File: src/pkg/fscp_pkg.sv
package fscp_pkg;

    // -------------------------------------------------------------
    // array geometry
    // -------------------------------------------------------------
    localparam int ADDR_W = 26;
    localparam int BLK_W = 10;
    localparam int BLK_LSB = 16;
    localparam logic [10:0] BLK_TOTAL = 11'h400;
    localparam logic [3:0] SIZE_ALL_FROM = 4'hB;

    // -------------------------------------------------------------
    // status_config_second field positions
    // -------------------------------------------------------------
    localparam int SR2_PAUSED = 7;
    localparam int SR2_INVERT = 6;
    localparam int SR2_OTP_HI = 5;
    localparam int SR2_OTP_LO = 3;
    localparam int SR2_QUAD = 1;

    // -------------------------------------------------------------
    // status_config_third field positions
    // -------------------------------------------------------------
    localparam int SR3_DRV_HI = 6;
    localparam int SR3_DRV_LO = 5;
    localparam int SR3_SCHEME = 2;
    localparam int SR3_BOOT_W = 1;
    localparam int SR3_NOW_W = 0;

    // -------------------------------------------------------------
    // factory defaults
    // -------------------------------------------------------------
    localparam logic [1:0] DRV_RST = 2'h3;
    localparam logic [2:0] OTP_RST = 3'h0;
    localparam logic [3:0] SIZE_RST = 4'h0;

    typedef enum {FSCP_INIT, FSCP_RUN} fscp_state_e;

    typedef struct packed {
        logic valid;
        logic sel_third;
        logic nonvol;
        logic [7:0] data;
    } fscp_swr_s;

    typedef struct packed {
        logic valid;
        logic [ADDR_W-1:0] first;
        logic [ADDR_W-1:0] last;
    } fscp_op_s;

endpackage

File: src/rtl/fscp_status_protect.sv
`timescale 1ns/1ps
module fscp_status_protect (
    // clock and reset
    input wire logic i_clk,
    input wire logic i_resetn,
    input wire logic i_dev_reset,
    // instruction events from the sequencer
    input wire logic i_wr_enable,
    input wire logic i_wr_disable,
    input wire logic i_suspend_done,
    input wire logic i_resume,
    input wire logic i_enter_4b,
    input wire logic i_exit_4b,
    input wire fscp_pkg::fscp_swr_s i_swr,
    input wire fscp_pkg::fscp_op_s i_op,
    input wire logic i_indiv_locked,
    input wire logic i_sec_valid,
    input wire logic [1:0] i_sec_idx,
    // status read back
    output logic [7:0] o_status_second,
    output logic [7:0] o_status_third,
    output logic o_write_latch,
    // command verdicts
    output logic o_op_accept,
    output logic o_op_ignore,
    output logic o_sec_accept,
    output logic o_sec_deny,
    // pin and mode control
    output logic o_lock_preset,
    output logic o_quad_allowed,
    output logic o_pause_pin_en,
    output logic o_addr_4byte,
    output logic [1:0] o_drive_strength
);

    // -------------------------------------------------------------
    // protection decode
    // -------------------------------------------------------------
    // returns {empty, lo, hi} in block units
    function automatic logic [20:0] prot_range(input logic inv, input logic bot,
                                               input logic [3:0] size);
        logic [10:0] n;
        logic [9:0] lo;
        logic [9:0] hi;
        logic empty;
        n = 11'h000;
        lo = 10'h000;
        hi = 10'h3FF;
        empty = 1'b0;
        if (size >= fscp_pkg::SIZE_ALL_FROM) begin
            n = fscp_pkg::BLK_TOTAL;
        end else if (size != 4'h0) begin
            n = 11'(11'h001 << (size - 4'h1));
        end
        if (!inv) begin
            empty = (n == 11'h000);
            if (bot) begin
                hi = 10'(n - 11'h001);
            end else begin
                lo = 10'(fscp_pkg::BLK_TOTAL - n);
            end
        end else begin
            empty = (n == fscp_pkg::BLK_TOTAL);
            if (bot) begin
                lo = n[9:0];
            end else begin
                hi = 10'(fscp_pkg::BLK_TOTAL - n - 11'h001);
            end
        end
        return {empty, lo, hi};
    endfunction

    // -------------------------------------------------------------
    // state
    // -------------------------------------------------------------
    fscp_pkg::fscp_state_e state, next_state;
    logic write_latch_flag, next_wel;
    logic paused_op_flag, next_sus;
    logic [2:0] otp, next_otp;
    logic qe, next_qe;
    logic inv, next_inv;
    logic tb, next_tb;
    logic [3:0] bp, next_bp;
    logic lock_scheme_select, next_wps;
    logic [1:0] drv, next_drv;
    logic boot_addr_width, next_adp;
    logic address_width_now, next_ads;
    logic op_ok, next_op_ok;
    logic op_no, next_op_no;
    logic sec_ok, next_sec_ok;
    logic sec_no, next_sec_no;

    logic [20:0] range;
    logic [9:0] first_blk;
    logic [9:0] last_blk;
    logic overlap;
    logic hit;
    logic swr_take;
    logic running;

    assign range = prot_range(inv, tb, bp);
    assign first_blk = i_op.first[fscp_pkg::BLK_LSB +: fscp_pkg::BLK_W];
    assign last_blk = i_op.last[fscp_pkg::BLK_LSB +: fscp_pkg::BLK_W];
    // both ends are checked so a span crossing into the range is caught
    assign overlap = !range[20] && (first_blk <= range[9:0])
                     && (last_blk >= range[19:10]);
    assign hit = lock_scheme_select ? i_indiv_locked : overlap;
    assign running = (state == fscp_pkg::FSCP_RUN);
    assign swr_take = running && i_swr.valid && write_latch_flag;

    always_comb begin
        next_state = fscp_pkg::FSCP_RUN;
        next_wel = write_latch_flag;
        next_sus = paused_op_flag;
        next_otp = otp;
        next_qe = qe;
        next_inv = inv;
        next_tb = tb;
        next_bp = bp;
        next_wps = lock_scheme_select;
        next_drv = drv;
        next_adp = boot_addr_width;
        next_ads = address_width_now;
        next_op_ok = 1'b0;
        next_op_no = 1'b0;
        next_sec_ok = 1'b0;
        next_sec_no = 1'b0;
        case (state)
            fscp_pkg::FSCP_INIT: begin
                next_ads = boot_addr_width;
            end
            fscp_pkg::FSCP_RUN: begin
                if (i_resume) begin
                    next_sus = 1'b0;
                end
                if (i_suspend_done) begin
                    next_sus = 1'b1;
                end
                if (i_exit_4b) begin
                    next_ads = 1'b0;
                end
                if (i_enter_4b) begin
                    next_ads = 1'b1;
                end
                if (i_wr_disable || swr_take || i_op.valid || i_sec_valid) begin
                    next_wel = 1'b0;
                end
                if (swr_take && !i_swr.sel_third) begin
                    next_inv = i_swr.data[fscp_pkg::SR2_INVERT];
                    next_qe = i_swr.data[fscp_pkg::SR2_QUAD];
                    // otp bits only ever accumulate ones
                    next_otp = otp | i_swr.data[fscp_pkg::SR2_OTP_HI:fscp_pkg::SR2_OTP_LO];
                end
                if (swr_take && i_swr.sel_third) begin
                    next_drv = i_swr.data[fscp_pkg::SR3_DRV_HI:fscp_pkg::SR3_DRV_LO];
                    next_wps = i_swr.data[fscp_pkg::SR3_SCHEME];
                    if (i_swr.nonvol) begin
                        next_adp = i_swr.data[fscp_pkg::SR3_BOOT_W];
                    end
                end
                if (i_op.valid) begin
                    next_op_ok = write_latch_flag && !hit;
                    next_op_no = !(write_latch_flag && !hit);
                end
                if (i_sec_valid) begin
                    next_sec_ok = write_latch_flag && !otp[i_sec_idx];
                    next_sec_no = !(write_latch_flag && !otp[i_sec_idx]);
                end
                if (i_wr_enable) begin
                    next_wel = 1'b1;
                end
                if (i_dev_reset) begin
                    next_state = fscp_pkg::FSCP_INIT;
                    next_wel = 1'b0;
                end
            end
            default: begin
                next_state = fscp_pkg::FSCP_INIT;
            end
        endcase
    end

    // power-up restores factory values; i_dev_reset keeps stored bits
    always_ff @(posedge i_clk) begin
        if (!i_resetn) begin
            state <= fscp_pkg::FSCP_INIT;
            write_latch_flag <= 1'b0;
            paused_op_flag <= 1'b0;
            otp <= fscp_pkg::OTP_RST;
            qe <= 1'b0;
            inv <= 1'b0;
            tb <= 1'b0;
            bp <= fscp_pkg::SIZE_RST;
            lock_scheme_select <= 1'b0;
            drv <= fscp_pkg::DRV_RST;
            boot_addr_width <= 1'b0;
            address_width_now <= 1'b0;
            op_ok <= 1'b0;
            op_no <= 1'b0;
            sec_ok <= 1'b0;
            sec_no <= 1'b0;
        end else begin
            state <= next_state;
            write_latch_flag <= next_wel;
            paused_op_flag <= next_sus;
            otp <= next_otp;
            qe <= next_qe;
            inv <= next_inv;
            tb <= next_tb;
            bp <= next_bp;
            lock_scheme_select <= next_wps;
            drv <= next_drv;
            boot_addr_width <= next_adp;
            address_width_now <= next_ads;
            op_ok <= next_op_ok;
            op_no <= next_op_no;
            sec_ok <= next_sec_ok;
            sec_no <= next_sec_no;
        end
    end

    // -------------------------------------------------------------
    // outputs
    // -------------------------------------------------------------
    // reserved positions read as zero
    always_comb begin
        o_status_second = 8'h00;
        o_status_second[fscp_pkg::SR2_PAUSED] = paused_op_flag;
        o_status_second[fscp_pkg::SR2_INVERT] = inv;
        o_status_second[fscp_pkg::SR2_OTP_HI:fscp_pkg::SR2_OTP_LO] = otp;
        o_status_second[fscp_pkg::SR2_QUAD] = qe;
        o_status_third = 8'h00;
        o_status_third[fscp_pkg::SR3_DRV_HI:fscp_pkg::SR3_DRV_LO] = drv;
        o_status_third[fscp_pkg::SR3_SCHEME] = lock_scheme_select;
        o_status_third[fscp_pkg::SR3_BOOT_W] = boot_addr_width;
        o_status_third[fscp_pkg::SR3_NOW_W] = address_width_now;
    end

    assign o_write_latch = write_latch_flag;
    assign o_op_accept = op_ok;
    assign o_op_ignore = op_no;
    assign o_sec_accept = sec_ok;
    assign o_sec_deny = sec_no;
    assign o_lock_preset = !running;
    assign o_quad_allowed = qe;
    assign o_pause_pin_en = !qe;
    assign o_addr_4byte = address_width_now;
    assign o_drive_strength = drv;

    // -------------------------------------------------------------
    // checks
    // -------------------------------------------------------------
    paused_set_a: assert property (@(posedge i_clk) disable iff (!i_resetn)
        running && i_suspend_done && !i_dev_reset |=> o_status_second[fscp_pkg::SR2_PAUSED])
        else $error("paused flag not set after suspend");
    otp_sticky_a: assert property (@(posedge i_clk) disable iff (!i_resetn)
        otp != 3'h0 |=> (otp & $past(otp)) == $past(otp))
        else $error("otp lock bit cleared");
    // follows the written bit, so a stuck or swapped quad enable is caught
    quad_pins_a: assert property (@(posedge i_clk) disable iff (!i_resetn)
        swr_take && !i_swr.sel_third
        |=> o_quad_allowed == $past(i_swr.data[fscp_pkg::SR2_QUAD])
        && o_pause_pin_en != o_quad_allowed)
        else $error("pause pin and quad mode both on or off");
    boot_width_a: assert property (@(posedge i_clk) disable iff (!i_resetn)
        state == fscp_pkg::FSCP_INIT |=> o_addr_4byte == $past(boot_addr_width))
        else $error("address width not loaded from boot bit");
    boot_guard_a: assert property (@(posedge i_clk) disable iff (!i_resetn)
        !(swr_take && i_swr.nonvol && i_swr.sel_third) |=> $stable(boot_addr_width))
        else $error("boot width changed without non-volatile write");
    latch_gate_a: assert property (@(posedge i_clk) disable iff (!i_resetn)
        running && i_swr.valid && !write_latch_flag && !i_swr.sel_third |=> $stable(inv) && $stable(qe))
        else $error("status write taken without write latch");
    latch_clear_a: assert property (@(posedge i_clk) disable iff (!i_resetn)
        swr_take && !i_wr_enable |=> !o_write_latch)
        else $error("write latch not cleared after status write");
    prot_ignore_a: assert property (@(posedge i_clk) disable iff (!i_resetn)
        running && i_op.valid && !lock_scheme_select && overlap && !i_dev_reset
        |=> o_op_ignore && !o_op_accept)
        else $error("protected erase or program not ignored");
    // size field is fixed here, so the decode is probed with a large size every cycle
    full_size_a: assert property (@(posedge i_clk) disable iff (!i_resetn)
        prot_range(1'b0, tb, bp | fscp_pkg::SIZE_ALL_FROM) == {1'b0, 10'h000, 10'h3FF})
        else $error("large size field does not protect all blocks");

endmodule

File: config.mk
export PLATFORM = sky130hd
export DESIGN_NAME = fscp_status_protect
export DESIGN_NICKNAME = d
export VERILOG_FILES = /design/src/pkg/fscp_pkg.sv /design/src/rtl/fscp_status_protect.sv
export SDC_FILE = /design/constraint.sdc
export NUM_CORES = 1
export LEC_CHECK = 0
export BUFFER_PORTS_ARGS = -buffer_cell sky130_fd_sc_hd__buf_4
export CORE_MARGIN = 2
export CORE_UTILIZATION = 33
export CTS_BUF_LIST = sky130_fd_sc_hd__clkbuf_8
export DETAILED_ROUTE_END_ITERATION = 8
export PLACE_DENSITY = 0.9
export REMOVE_ABC_BUFFERS = 1
export SYNTH_ARGS = -nofsm -noshare
export SYNTH_HDL_FRONTEND = slang
export SYNTH_SLANG_ARGS = --single-unit
File: constraint.sdc
create_clock -name i_clk -period 2 [get_ports i_clk]
set_input_delay 0.3 -clock i_clk [delete_from_list [all_inputs] [get_ports i_clk]]
set_output_delay 0.3 -clock i_clk [all_outputs]
set_load 0.03 [all_outputs]
==> results of run 1 <==
how the worst max path moves through the flow:
stage / slack (ns) / cells after the start / to / start
after global routing: 0.48 / 3 / boot_addr_width$_SDFFE_PN0P_ / state[0]$_SDFF_PN0_
final: 0.65 / 3 / boot_addr_width$_SDFFE_PN0P_ / state[0]$_SDFF_PN0_
after floorplan: 0.70 / 3 / boot_addr_width$_SDFFE_PN0P_ / o_write_latch$_SDFFE_PN0P_
after CTS: 0.64 / 3 / boot_addr_width$_SDFFE_PN0P_ / state[0]$_SDFF_PN0_
after detailed placement: 0.65 / 3 / boot_addr_width$_SDFFE_PN0P_ / state[0]$_SDFF_PN0_
after global placement: 0.68 / 3 / boot_addr_width$_SDFFE_PN0P_ / state[0]$_SDFF_PN0_
stage by stage:
step	util, %	total power, uW	instance area, um^2	hold WS, ns	setup slack [ns]
2_1_floorplan	-	410.6	649.4	0.3619	0.6968
3_3_place_gp	46.32	465.3	1015	0.4873	0.6763
3_5_place_dp	46.32	468.5	1015	0.5099	0.6530
4_1_cts	48.37	709.3	1060	0.2675	0.6395
5_1_grt	48.37	737.7	1060	0.2693	0.4787
6_report	48.37	696.7	1060	0.2783	0.6475
power by group through the flow:
stage | clock network (uW) | logic (uW) | registers, uW
6_report | 237 | 105 | 355
5_1_grt | 269 | 113 | 357
4_1_cts | 248 | 106 | 355
3_5_place_dp | 0 | 106 | 363
3_3_place_gp | 0 | 103 | 362
2_1_floorplan | 0 | 33.4 | 377
state kept, by name (all words and copies together), names as in the netlist:
register            count
boot_addr_width         1
inv                     1
lock_scheme_select      1
o_addr_4byte            1
o_drive_strength        2
o_op_accept             1
o_op_ignore             1
o_quad_allowed          1
o_sec_accept            1
o_sec_deny              1
o_write_latch           1
otp                     3
paused_op_flag          1
state                   1
routing by layer:
layer  up-vias  global-route usage, %  part of all wire, %
met5         -                      0                    0
met4         0                  5.263                  1.0
met3         2                  2.874                   11
met2        40                  19.66                   45
met1       291                  14.54                   44
li1        321                      -                    -
synthesized netlist by cell type:
| cell | number | share of area, % |
|---|---|---|
| clkbuf_2 | 1 | 0.66 |
| nor2_1 | 2 | 1.0 |
| o31ai_1 | 1 | 1.0 |
| conb_1 | 1 | 0.50 |
| buf_4 | 13 | 13 |
| dfxtp_1 | 17 | 45 |
| nand3b_1 | 1 | 1.0 |
| nand4_1 | 1 | 0.83 |
| nand2_1 | 5 | 2.5 |
| mux2i_1 | 7 | 9.3 |
| o21ai_0 | 1 | 0.66 |
| buf_2 | 1 | 0.66 |
| a22oi_1 | 2 | 2.0 |
| o211ai_1 | 2 | 2.0 |
| a21oi_1 | 6 | 4.0 |
| o41ai_1 | 1 | 1.2 |
| and4b_1 | 1 | 1.3 |
| inv_1 | 4 | 2.0 |
| nand3_1 | 2 | 1.3 |
| nor2b_1 | 9 | 7.5 |
| a21boi_0 | 1 | 1.0 |
| buf_6 | 1 | 1.5 |
critical path, delay by kind of cell (launching register included):
family,cells,cell delay [ns]
compound gates,2,0.36
flops,1,0.52
simple gates,1,0.36
area by class of cell:
cell class / count / area, um^2
fill: 221 / 1131
sequential: 17 / 340.3
timing repair buffer: 44 / 330.3
multi-input combinational: 47 / 294.0
clock buffer: 3 / 41.29
tap: 28 / 35.03
inverter: 4 / 15.01
clock inverter: 1 / 3.754
kinds of logic (layout without fill, tap and decap cells):
| group | count (synthesis) | after routing | synth area share (%) |
|---|---|---|---|
| AND/OR/NAND/NOR | 21 | 21 | 15.45 |
| other | 1 | 5 | 0.4979 |
| AO/OA/AOI/OAI | 14 | 14 | 11.79 |
| buffers and inverters | 20 | 52 | 17.77 |
| multiplexers | 7 | 7 | 9.303 |
| flip-flops | 17 | 17 | 45.18 |
cell usage in the layout (no fill, tap or decap):
| master | instances |
|---|---|
| buf_4 | 44 |
| a22oi_1 | 2 |
| dfxtp_1 | 17 |
| a21boi_0 | 1 |
| o21ai_0 | 1 |
| o211ai_1 | 2 |
| inv_1 | 5 |
| o31ai_1 | 1 |
| a21oi_1 | 6 |
| clkbuf_8 | 3 |
| nor2b_1 | 9 |
| conb_1 | 5 |
| o41ai_1 | 1 |
| nand4_1 | 1 |
| nor2_1 | 2 |
| nand3_1 | 2 |
| nand3b_1 | 1 |
| and4b_1 | 1 |
| mux2i_1 | 7 |
| nand2_1 | 5 |
==> qor_table.md, run 1 <==
| Group | Item | Reported |
|---|---|---|
| global route | Antenna violations before repair | 0 |
| worst hold path | End point of the most critical hold path | state[0]$_SDFF_PN0_ |
| worst setup path | Largest incremental delay on the critical path | 0.52 ns |
| global route | Overflow after GRT | 0 |
| yosys | Number of library cell types mapped by synthesis | 22 |
| routing | DRC marker count from the first detailed-route iteration | 9 |
| pwr | Leakage | 0.0005015 uW |
| routing | First-pass iteration count of the detailed router | 4 |
| global route | Pin count of the biggest net entering global routing | 16 |
| sta | Clock skew | 0.0007040 ns |
| cells and area | Area growth, synth to finish | 40.70% |
| floorplan | DIE WIDTH | 51.78 um |
| worst hold path | WHS Path Cells | 2 |
| routing | Average via count per standard cell | 4.542 |
| worst setup path | Highest-delay cell along the critical path | dfxtp_1 |
| clock tree | Total number of H-tree levels | 1 |
| clock tree | Clock-pin slew on the worst setup and hold paths | 0.06 ns |
| floorplan | Die area | 0.002681 mm^2 |
| pwr | VDD IR-drop max | 0.3212 mV |
| clock tree | Buffer levels on the longest clock path | 2 |
| yosys | Cells after Synth | 80 |
| pwr | Comb pwr share | 15.1% |
| floorplan | I/O pin total | 104 |
| worst setup path | Required time worst endpoint | 2.12 ns |
| placed design | Number of placed instances, taps included | 140 |
| floorplan | Vertical die dimension | 51.78 um |
| clock tree | Count of instances resized after the clock tree is built | 0 |
| yosys | Syn Area/Cell | 9.415 um^2 |
| clock tree | Clock insertion delay at the later pin of the skew report | 0.24 ns |
| clock tree | Clock tree from TritonCTS | built |
| placed design | Placer congestion estimate | 0.5921 |
| run | Number of max-cap violations | 0 |
| pwr | P_int | 532.5 uW |
| worst setup path | RR Endpoint | boot_addr_width$_SDFFE_PN0P_ |
| sta | Final TNS setup | 0 ns |
| pwr | Switching fraction of total power | 23.57% |
| floorplan | Initial core utilization | 34.38% |
| cells and area | Antenna fix cells | 0 |
| floorplan | Core box area | 0.002191 mm^2 |
| sta | Unrepaired setup endpoints after global routing | no |
| sta | Number of hold violations in the final report | 0 |
| clock tree | Postcts setup bufs | 0 |
| cells and area | Cell Count, Final, Fillers Out | 144 |
| sta | Time the worst path needs with I/O delays and setup | 1.352 ns |
| worst setup path | R2R depth | 3 |
| clock tree | Cts-stage hold buffer count | 0 |
| pwr | Clock power frac | 33.9% |
| yosys | Area of the mapped netlist | 753.2 um^2 |
| yosys | Yosys warns | 0 |
| clock tree | TritonCTS buffer count | 3 |
| placed design | Port-buffer cells | 44 |
| routing | Wire length reported by the detailed router | 1559 um |
| worst setup path | Endpoint class of the critical path | flip-flop |
| worst hold path | Tightest Hold Check Type | in -> reg |
| worst hold path | Hold wc startpoint | i_dev_reset |
| routing | Number of remaining DRC errors | 0 |
| global route | Wire length of the first global-routing pass | 2366 um |
| outcome | Outcome | finished clean |
| sta | Max-slew violations | 0 |
| worst setup path | Crit Path Category | reg -> reg |
| pwr | Power Dens Cells | 657.4 mW/mm^2 |
| cells and area | Final-stage net count | 194 |
| global route | Overall fraction of global-route tracks in use | 11.88% |
| global route | Via count of the first global-routing pass | 552 |
| worst setup path | CP Data Arrival Time | 1.48 ns |
| worst setup path | Series of cell instances along the critical path | nand4_1, o211ai_1, o31ai_1 |
| sta | # setup viols final | 0 |
| yosys | Post-synthesis sequential element count | 17 |
| pwr | NetSw | 164.2 uW |
| worst setup path | FF-to-FF setup slack | 0.65 ns |
| placed design | HPWL Detailed | 1298 um |
| clock tree | Sinks on Clock Net | 17 |
| yosys | Portion of the post-synthesis area used by sequential elements | 45.18% |
| routing | Routed via count | 654 |
| routing | Average wire per cell in the routed design | 10.83 um |
| sta | Period utilisation layout | 67.62% |
| cells and area | Share of post-route cells with drive strength above 1 | 40.52% |
| routing | Antenna violation net count after detailed routing | 0 |
| clock tree | Clock tree root driver cell | clkbuf_8 |
| worst setup path | Worst setup SP type | flip-flop |
| worst setup path | FF-to-FF Start | state[0]$_SDFF_PN0_ |
| worst setup path | Critical path peak fanout | 12 |
| sta | Maximum clock rate | 739.4 MHz |
| pwr | Part of the total power dissipated in sequential elements | 51.0% |
| floorplan | # rows | 17 |
Note: power is estimated with default switching activity, not from simulation.
==> run 2, diff against run 1 <==
Settings changed: ABC_AREA set to 1, CORE_UTILIZATION 33 to 32, PLACE_DENSITY 0.9 to 0.85.
Clock period 2 ns to 1.4 ns, I/O delays scaled along.
==> run 2 against run 1 <==
Compared with the run above:
- wire length increased by 9.4%
- clock-buffer cell count unchanged
- clock power increased by 51%
- register-to-register slack got worse by 0.34 ns
- global-route usage about the same
- sequential power increased by 43%
- combinational power increased by 66%
- final cell count increased by 24%
- worst hold slack got worse by 0.14 ns
- die area increased by 9.5%
- design area increased by 6.4%
- synthesized cell count increased by 39%
==> qor_table.md, run 2 <==
| Group | Item | Reported | Change |
|---|---|---|---|
| yosys | Number of synthesized flops with an enable pin | 0 | unchanged |
| global route | Pin count of the biggest net entering global routing | 15 | -1 |
| global route | Wire length of the first global-routing pass | 2421 um | +2.3% |
| routing | Number of remaining DRC errors | 0 | unchanged |
| floorplan | I/O pin total | 104 | unchanged |
| worst setup path | Total buffers and inverters traversed by the critical path | 2 | +2 |
| pwr | Switching fraction of total power | 26.23% | +2.7 points |
| floorplan | Initial core utilization | 33.13% | -1.3 points |
| yosys | Portion of the post-synthesis area used by sequential elements | 42.24% | -2.9 points |
| routing | Average wire per cell in the routed design | 9.531 um | -12% |
| worst setup path | Critical path peak fanout | 5 | -7 |
| worst setup path | Largest incremental delay on the critical path | 0.44 ns | -0.08 ns |
| cells and area | Cell Count, Final, Fillers Out | 179 | +24% |
| cells and area | Register with the most flip-flops | otp |  |
| floorplan | Die area | 0.002935 mm^2 | +9.5% |
| yosys | Syn Area/Cell | 7.259 um^2 | -23% |
| clock tree | Buffer levels on the longest clock path | 2 | unchanged |
| sta | Period utilisation layout | 83.12% |  |
| routing | DRC marker count from the first detailed-route iteration | 9 | unchanged |
| sta | Number of hold violations in the final report | 0 | unchanged |
| clock tree | Postcts setup bufs | 0 | unchanged |
| worst setup path | Endpoint class of the critical path | primary output |  |
| sta | Maximum clock rate | 859.3 MHz |  |
| worst setup path | Required time worst endpoint | 1.19 ns | -0.93 ns |
| yosys | Synth cell count leaders | 22 x nand2_1, 17 x dfxtp_1, 17 x nor2_1 |  |
| yosys | Post-synthesis sequential element count | 17 | unchanged |
| cells and area | Share of post-route cells with drive strength above 1 | 35.57% | -4.9 points |
| pwr | Part of the total power dissipated in sequential elements | 48.9% | -2.1 points |
| clock tree | TritonCTS buffer count | 3 | unchanged |
| clock tree | Clock-pin slew on the worst setup and hold paths | 0.06 ns | about the same |
| worst setup path | Stages on the worst setup path | 2 | -1 |
| clock tree | Cts-stage hold buffer count | 0 | unchanged |
| sta | Clock skew | 0.0005821 ns | -0.0001219 ns |
| yosys | Fraction of registers with async set/reset | 0% | unchanged |
| pwr | Clock power frac | 34.4% | +0.5 points |
| global route | Via count of the first global-routing pass | 576 | +4.3% |
| cells and area | Area growth, synth to finish | 39.91% |  |
| pwr | P_int | 766.4 uW | +44% |
| sta | Max-slew violations | 0 | unchanged |
| worst setup path | R2R depth | 5 | +2 |
| floorplan | # rows | 18 | +1 |
| clock tree | Clock tree from TritonCTS | built |  |
| placed design | Port-buffer cells | 44 | unchanged |
| worst setup path | Crit Path Category | reg -> out |  |
| pwr | Leakage | 0.0005677 uW | +13% |
| floorplan | Core box area | 0.002432 mm^2 | +11% |
| yosys | Primary FF master, synth | dfxtp_1 |  |
| global route | Overall fraction of global-route tracks in use | 11.86% | -0.016 points |
| routing | Routed via count | 766 | +17% |
| yosys | Cell with the most instances after synthesis | nand2_1 |  |
| worst setup path | Highest-delay cell along the critical path | dfxtp_1 |  |
| pwr | Power Dens Cells | 921.6 mW/mm^2 | +40% |
| sta | Time the worst path needs with I/O delays and setup | 1.164 ns |  |
| clock tree | Count of instances resized after the clock tree is built | 0 | unchanged |
| clock tree | Clock insertion delay at the later pin of the skew report | 0.25 ns | about the same |
| routing | Wire length reported by the detailed router | 1706 um | +9.4% |
| worst setup path | Worst setup SP type | flip-flop |  |
| worst setup path | CP top delay family | flip-flops |  |
| clock tree | Total number of H-tree levels | 1 | unchanged |
| placed design | HPWL Detailed | 1365 um | +5.2% |
| sta | Worst hold slack | 0.1431 ns | -0.1352 ns |
| routing | Average via count per standard cell | 4.279 | -5.8% |
| pwr | VDD IR-drop max | 0.4962 mV | +54% |
| sta | Unrepaired setup endpoints after global routing | no |  |
| placed design | Placer congestion estimate | 0.6935 | +17% |
| sta | Final TNS setup | 0 ns | unchanged |
| global route | Antenna violations before repair | 0 | unchanged |
| worst setup path | Series of cell instances along the critical path | inv_2, buf_4 |  |
| yosys | Area share of the leading cell type in the synthesized netlist | 42.24% | -2.9 points |
| yosys | Area of the mapped netlist | 805.8 um^2 | +7.0% |
| cells and area | Commonest cells after routing, fill and taps aside | 45 x buf_4, 22 x nand2_1, 17 x nor2_1, 17 x dfxtp_1, 11 x inv_1 |  |
| pwr | Comb pwr share | 16.7% | +1.6 points |
| yosys | Yosys warns | 0 | unchanged |
| outcome | Outcome | finished clean |  |
| routing | First-pass iteration count of the detailed router | 4 | unchanged |
| cells and area | Antenna fix cells | 0 | unchanged |
| placed design | Number of placed instances, taps included | 175 | +25% |
| floorplan | DIE WIDTH | 54.18 um | +4.6% |
| yosys | Cells after Synth | 111 | +39% |
| global route | Overflow after GRT | 0 | unchanged |
| cells and area | Largest register FFs | 3 | unchanged |
| yosys | Largest cells by area after synthesis | dfxtp_1 42%, buf_4 12%, nand2_1 10%, nor2_1 7.9%, nand3_1 5.0% |  |
| yosys | Synth area leader | dfxtp_1 |  |
| worst hold path | WHS Path Cells | 2 | unchanged |
| clock tree | Sinks on Clock Net | 17 | unchanged |
| run | Number of max-cap violations | 0 | unchanged |
| routing | Antenna violation net count after detailed routing | 0 | unchanged |
| clock tree | Clock tree root driver cell | clkbuf_8 |  |
| cells and area | Commonest non-fill, non-tap cell in the layout | buf_4 |  |
| pwr | NetSw | 272.5 uW | +66% |
| yosys | Number of library cell types mapped by synthesis | 20 | -9.1% |
| worst setup path | CP Data Arrival Time | 0.95 ns | -0.53 ns |
| cells and area | Final-stage net count | 227 | +17% |
| worst hold path | Tightest Hold Check Type | in -> reg |  |
| sta | # setup viols final | 0 | unchanged |
| floorplan | Vertical die dimension | 54.18 um | +4.6% |
run 2: changes by cell type after synthesis, sizes merged, moves of 2 or more:
cell	previous run	this run
nand3	2	9
nor2b	9	0
mux2i	7	0
nor3	0	2
nor2	2	18
a22oi	2	0
inv	4	12
o21ai	1	4
nand2	5	22
o211ai	2	0
run 2: routing by layer:
| metal | wire length, um | GRT usage (%) | part of all wire, % | vias up |
|---|---|---|---|---|
| met2 | 677 | 17.67 | 40 | 41 |
| met4 | 36 | 7.500 | 2.1 | 0 |
| li1 | - | - | - | 405 |
| met5 | 0 | 0 | 0 | - |
| met1 | 764 | 14.52 | 45 | 315 |
| met3 | 229 | 3.889 | 13 | 5 |
run 2: layout make-up:
cell class / instances / area [um^2]
clock buffer: 3 / 41.29
clock inverter: 1 / 3.754
fill: 237 / 1305
inverter: 13 / 48.80
multi-input combinational: 70 / 317.8
sequential: 17 / 340.3
tap: 30 / 37.54
timing repair buffer: 45 / 337.8
run 2: path summary, 6_finish.rpt:
kind / start / end / slack [ns]
worst max register to register: o_write_latch$_SDFFE_PN0P_ / o_quad_allowed$_SDFFE_PN0P_ / 0.31
worst min register to register: paused_op_flag$_SDFFE_PN0P_ / paused_op_flag$_SDFFE_PN0P_ / 0.46
worst min-delay path: i_dev_reset / state[0]$_SDFF_PN0_ / 0.14
worst max-delay path: state[0]$_SDFF_PN0_ / o_lock_preset / 0.24
run 2: worst register-to-register path, stage by stage, from the launching register on:
cell     delay, ns
dfxtp_1       0.46
nand3_2       0.15
nor2_4        0.18
inv_2         0.05
nor2_1        0.08
nor2_1        0.05
run 2: power by group through the flow:
stage                     clock network (uW)  registers [uW]  logic [uW]
final                                    357             508         174
after global routing                     387             509         190
after CTS                                363             508         175
after detailed placement                   0             519         175
after global placement                     0             518         173
after floorplan                            0             546        54.9
run 2: metrics by stage:
step	util [%]	worst slack [ns]	total power (uW)	cell area (um^2)
after floorplan	-	0.2050	601.1	706.9
after global placement	44.50	0.3505	691.8	1082
after detailed placement	44.50	0.3460	693.6	1082
after CTS	46.35	0.2387	1047	1127
after global routing	46.35	0.2184	1086	1127
final	46.35	0.2363	1039	1127
run 2: logic make-up (layout without fill, tap and decap cells):
group	Yosys count	after routing	synth area share [%]
AOI/OAI and AO/OA	11	11	6.831
and+or+nand+nor	54	54	30.28
buffers and inverters	28	62	20.19
DFF	17	17	42.24
other	1	5	0.4654
==> run 3, diff against run 2 <==
Settings changed: CORE_UTILIZATION 32 to 29, PLACE_DENSITY 0.85 to 0.82.
Clock period 1.4 ns to 0.95 ns, I/O delays scaled along.
==> run 3 against run 2 <==
Compared with the run above:
- the flow now finishes with violations (setup timing)
- largest power group unchanged
- highest routed layer unchanged
- clock-buffer cell count unchanged
- via count increased by 7.2%
- die area increased by 9.6%
==> qor_table.md, run 3 (synthesis results as in run 2) <==
| Group | Item | Reported | Change |
|---|---|---|---|
| placed design | HPWL Detailed | 1444 um | +5.8% |
| sta | Clock skew | 0.002371 ns | +0.001789 ns |
| routing | Antenna violation net count after detailed routing | 0 | unchanged |
| clock tree | Clock tree root driver cell | clkbuf_8 |  |
| worst setup path | CP Data Arrival Time | 0.89 ns | -0.06 ns |
| outcome | Failing checks | setup timing |  |
| global route | Via count of the first global-routing pass | 822 | +43% |
| sta | Maximum clock rate | 970.8 MHz |  |
| global route | Overall fraction of global-route tracks in use | 13.76% | +1.9 points |
| cells and area | Final-stage net count | 237 | +4.4% |
| routing | Number of remaining DRC errors | 0 | unchanged |
| cells and area | Fin util | 48.21% | +1.9 points |
| placed design | Cell area after placement | 0.001121 mm^2 | +3.6% |
| floorplan | # rows | 19 | +1 |
| sta | # setup viols final | 9 | +9 |
| cells and area | Commonest cells after routing, fill and taps aside | 46 x buf_4, 22 x nand2_1, 15 x nor2_1, 10 x inv_1 |  |
| routing | First-pass iteration count of the detailed router | 4 | unchanged |
| global route | Antenna violations before repair | 0 | unchanged |
| floorplan | Vertical die dimension | 56.71 um | +4.7% |
| clock tree | Cts-stage hold buffer count | 0 | unchanged |
| clock tree | Sinks on Clock Net | 17 | unchanged |
| worst setup path | FF-to-FF setup slack | -0.06 ns | -0.37 ns |
| worst setup path | Crit Path Category | reg -> out |  |
| pwr | Post-route total power | 1595 uW | +53% |
| cells and area | Area growth, synth to finish | 60.71% |  |
| placed design | Placer congestion estimate | 0.7402 | +6.7% |
| worst setup path | Critical path peak fanout | 3 | -2 |
| run | Number of max-cap violations | 0 | unchanged |
| floorplan | I/O pin total | 104 | unchanged |
| clock tree | TritonCTS buffer count | 3 | unchanged |
| worst setup path | Worst setup SP type | flip-flop |  |
| worst setup path | Endpoint class of the critical path | primary output |  |
| floorplan | Die area | 0.003216 mm^2 | +9.6% |
| global route | Wire length of the first global-routing pass | 3456 um | +43% |
| routing | Routed via count | 821 | +7.2% |
| pwr | Power Dens Cells | 1231 mW/mm^2 | +34% |
| sta | Worst hold slack | 0.06875 ns | -0.07436 ns |
| clock tree | Clock insertion delay at the later pin of the skew report | 0.25 ns | about the same |
| placed design | Pre-CTS setup slack | -0.05369 ns | -0.3997 ns |
| global route | Overflow after GRT | 0 | unchanged |
| routing | Average wire per cell in the routed design | 10.64 um | +12% |
| sta | Max-slew violations | 0 | unchanged |
| cells and area | Antenna fix cells | 0 | unchanged |
| worst hold path | Tightest Hold Check Type | in -> reg |  |
| worst setup path | Required time worst endpoint | 0.81 ns | -0.38 ns |
| floorplan | Core box area | 0.002686 mm^2 | +10% |
| sta | Period utilisation layout | 108.4% |  |
| clock tree | Clock-pin slew on the worst setup and hold paths | 0.06 ns | about the same |
| routing | Wire length reported by the detailed router | 2021 um | +18% |
| cells and area | Share of post-route cells with drive strength above 1 | 49.69% | +14 points |
| pwr | VDD IR-drop max | 0.7936 mV | +60% |
| routing | Average via count per standard cell | 4.321 | +0.97% |
| pwr | Leakage | 0.0006338 uW | +12% |
| global route | Pin count of the biggest net entering global routing | 15 | unchanged |
| sta | Number of hold violations in the final report | 0 | unchanged |
| cells and area | Largest register FFs | 3 | unchanged |
| placed design | Port-buffer cells | 44 | unchanged |
| clock tree | Clock tree from TritonCTS | built |  |
| cells and area | Commonest non-fill, non-tap cell in the layout | buf_4 |  |
| floorplan | DIE WIDTH | 56.71 um | +4.7% |
| routing | DRC marker count from the first detailed-route iteration | 14 | +5 |
| sta | Unrepaired setup endpoints after global routing | yes |  |
| sta | Time the worst path needs with I/O delays and setup | 1.030 ns |  |
| clock tree | Buffer levels on the longest clock path | 2 | unchanged |
| cells and area | Total non-filler cell area in the finished layout | 0.001295 mm^2 | +15% |
| sta | Final WS setup | -0.08013 ns | -0.3164 ns |
| cells and area | Register with the most flip-flops | otp |  |
| outcome | Outcome | finished, violations left |  |
| floorplan | Initial core utilization | 30.00% | -3.1 points |
| clock tree | Total number of H-tree levels | 1 | unchanged |
[run 3: critical path: stages, from the launching register on]
cell     delay [ns]
dfxtp_4        0.35
buf_6          0.12
inv_4          0.05
buf_6          0.12
[run 3: layout make-up]
class / count / area [um^2]
timing repair buffer: 55 / 446.7
clock inverter: 1 / 3.754
clock buffer: 3 / 41.29
inverter: 13 / 52.55
sequential: 17 / 357.8
fill: 264 / 1391
multi-input combinational: 70 / 354.1
tap: 31 / 38.79
[run 3: layer usage]
metal	track usage, %	up-vias	share of wire [%]	wire length [um]
met2	22.76	38	46	935
li1	-	432	-	-
met4	6.122	0	1.2	24
met3	4.608	4	9.8	198
met1	15.97	347	43	862
met5	0	-	0	0
[run 3: per-stage QoR]
step | std cells | TNS [ns]
global placement | 181 | -0.1134
finish | 190 | -0.3810
global route | 190 | -1.154
CTS | 190 | -0.5149
floorplan | 100 | -1.763
detailed placement | 181 | -0.1979
[run 3: what timing repair did]
item                                    in CTS  in global routing
hold endpoints to repair                     0                  0
endpoints found under the setup margin      14                 28
setup buffers                                5                  0
resized for setup                           16                 15
pin swaps                                    5                  3
[run 3: worst paths after layout]
path | cells after the start | from | endpoint
max | 3 | state[0]$_SDFF_PN0_ | o_lock_preset
min reg2reg | 2 | paused_op_flag$_SDFFE_PN0P_ | paused_op_flag$_SDFFE_PN0P_
min | 2 | i_dev_reset | state[0]$_SDFF_PN0_
max reg2reg | 6 | state[0]$_SDFF_PN0_ | o_write_latch$_SDFFE_PN0P_
[run 3: report_power, final]
part | internal (uW) | switching (uW)
clock | 287 | 239
combinational | 153 | 174
sequential | 728 | 14.3
total | 1170 | 427
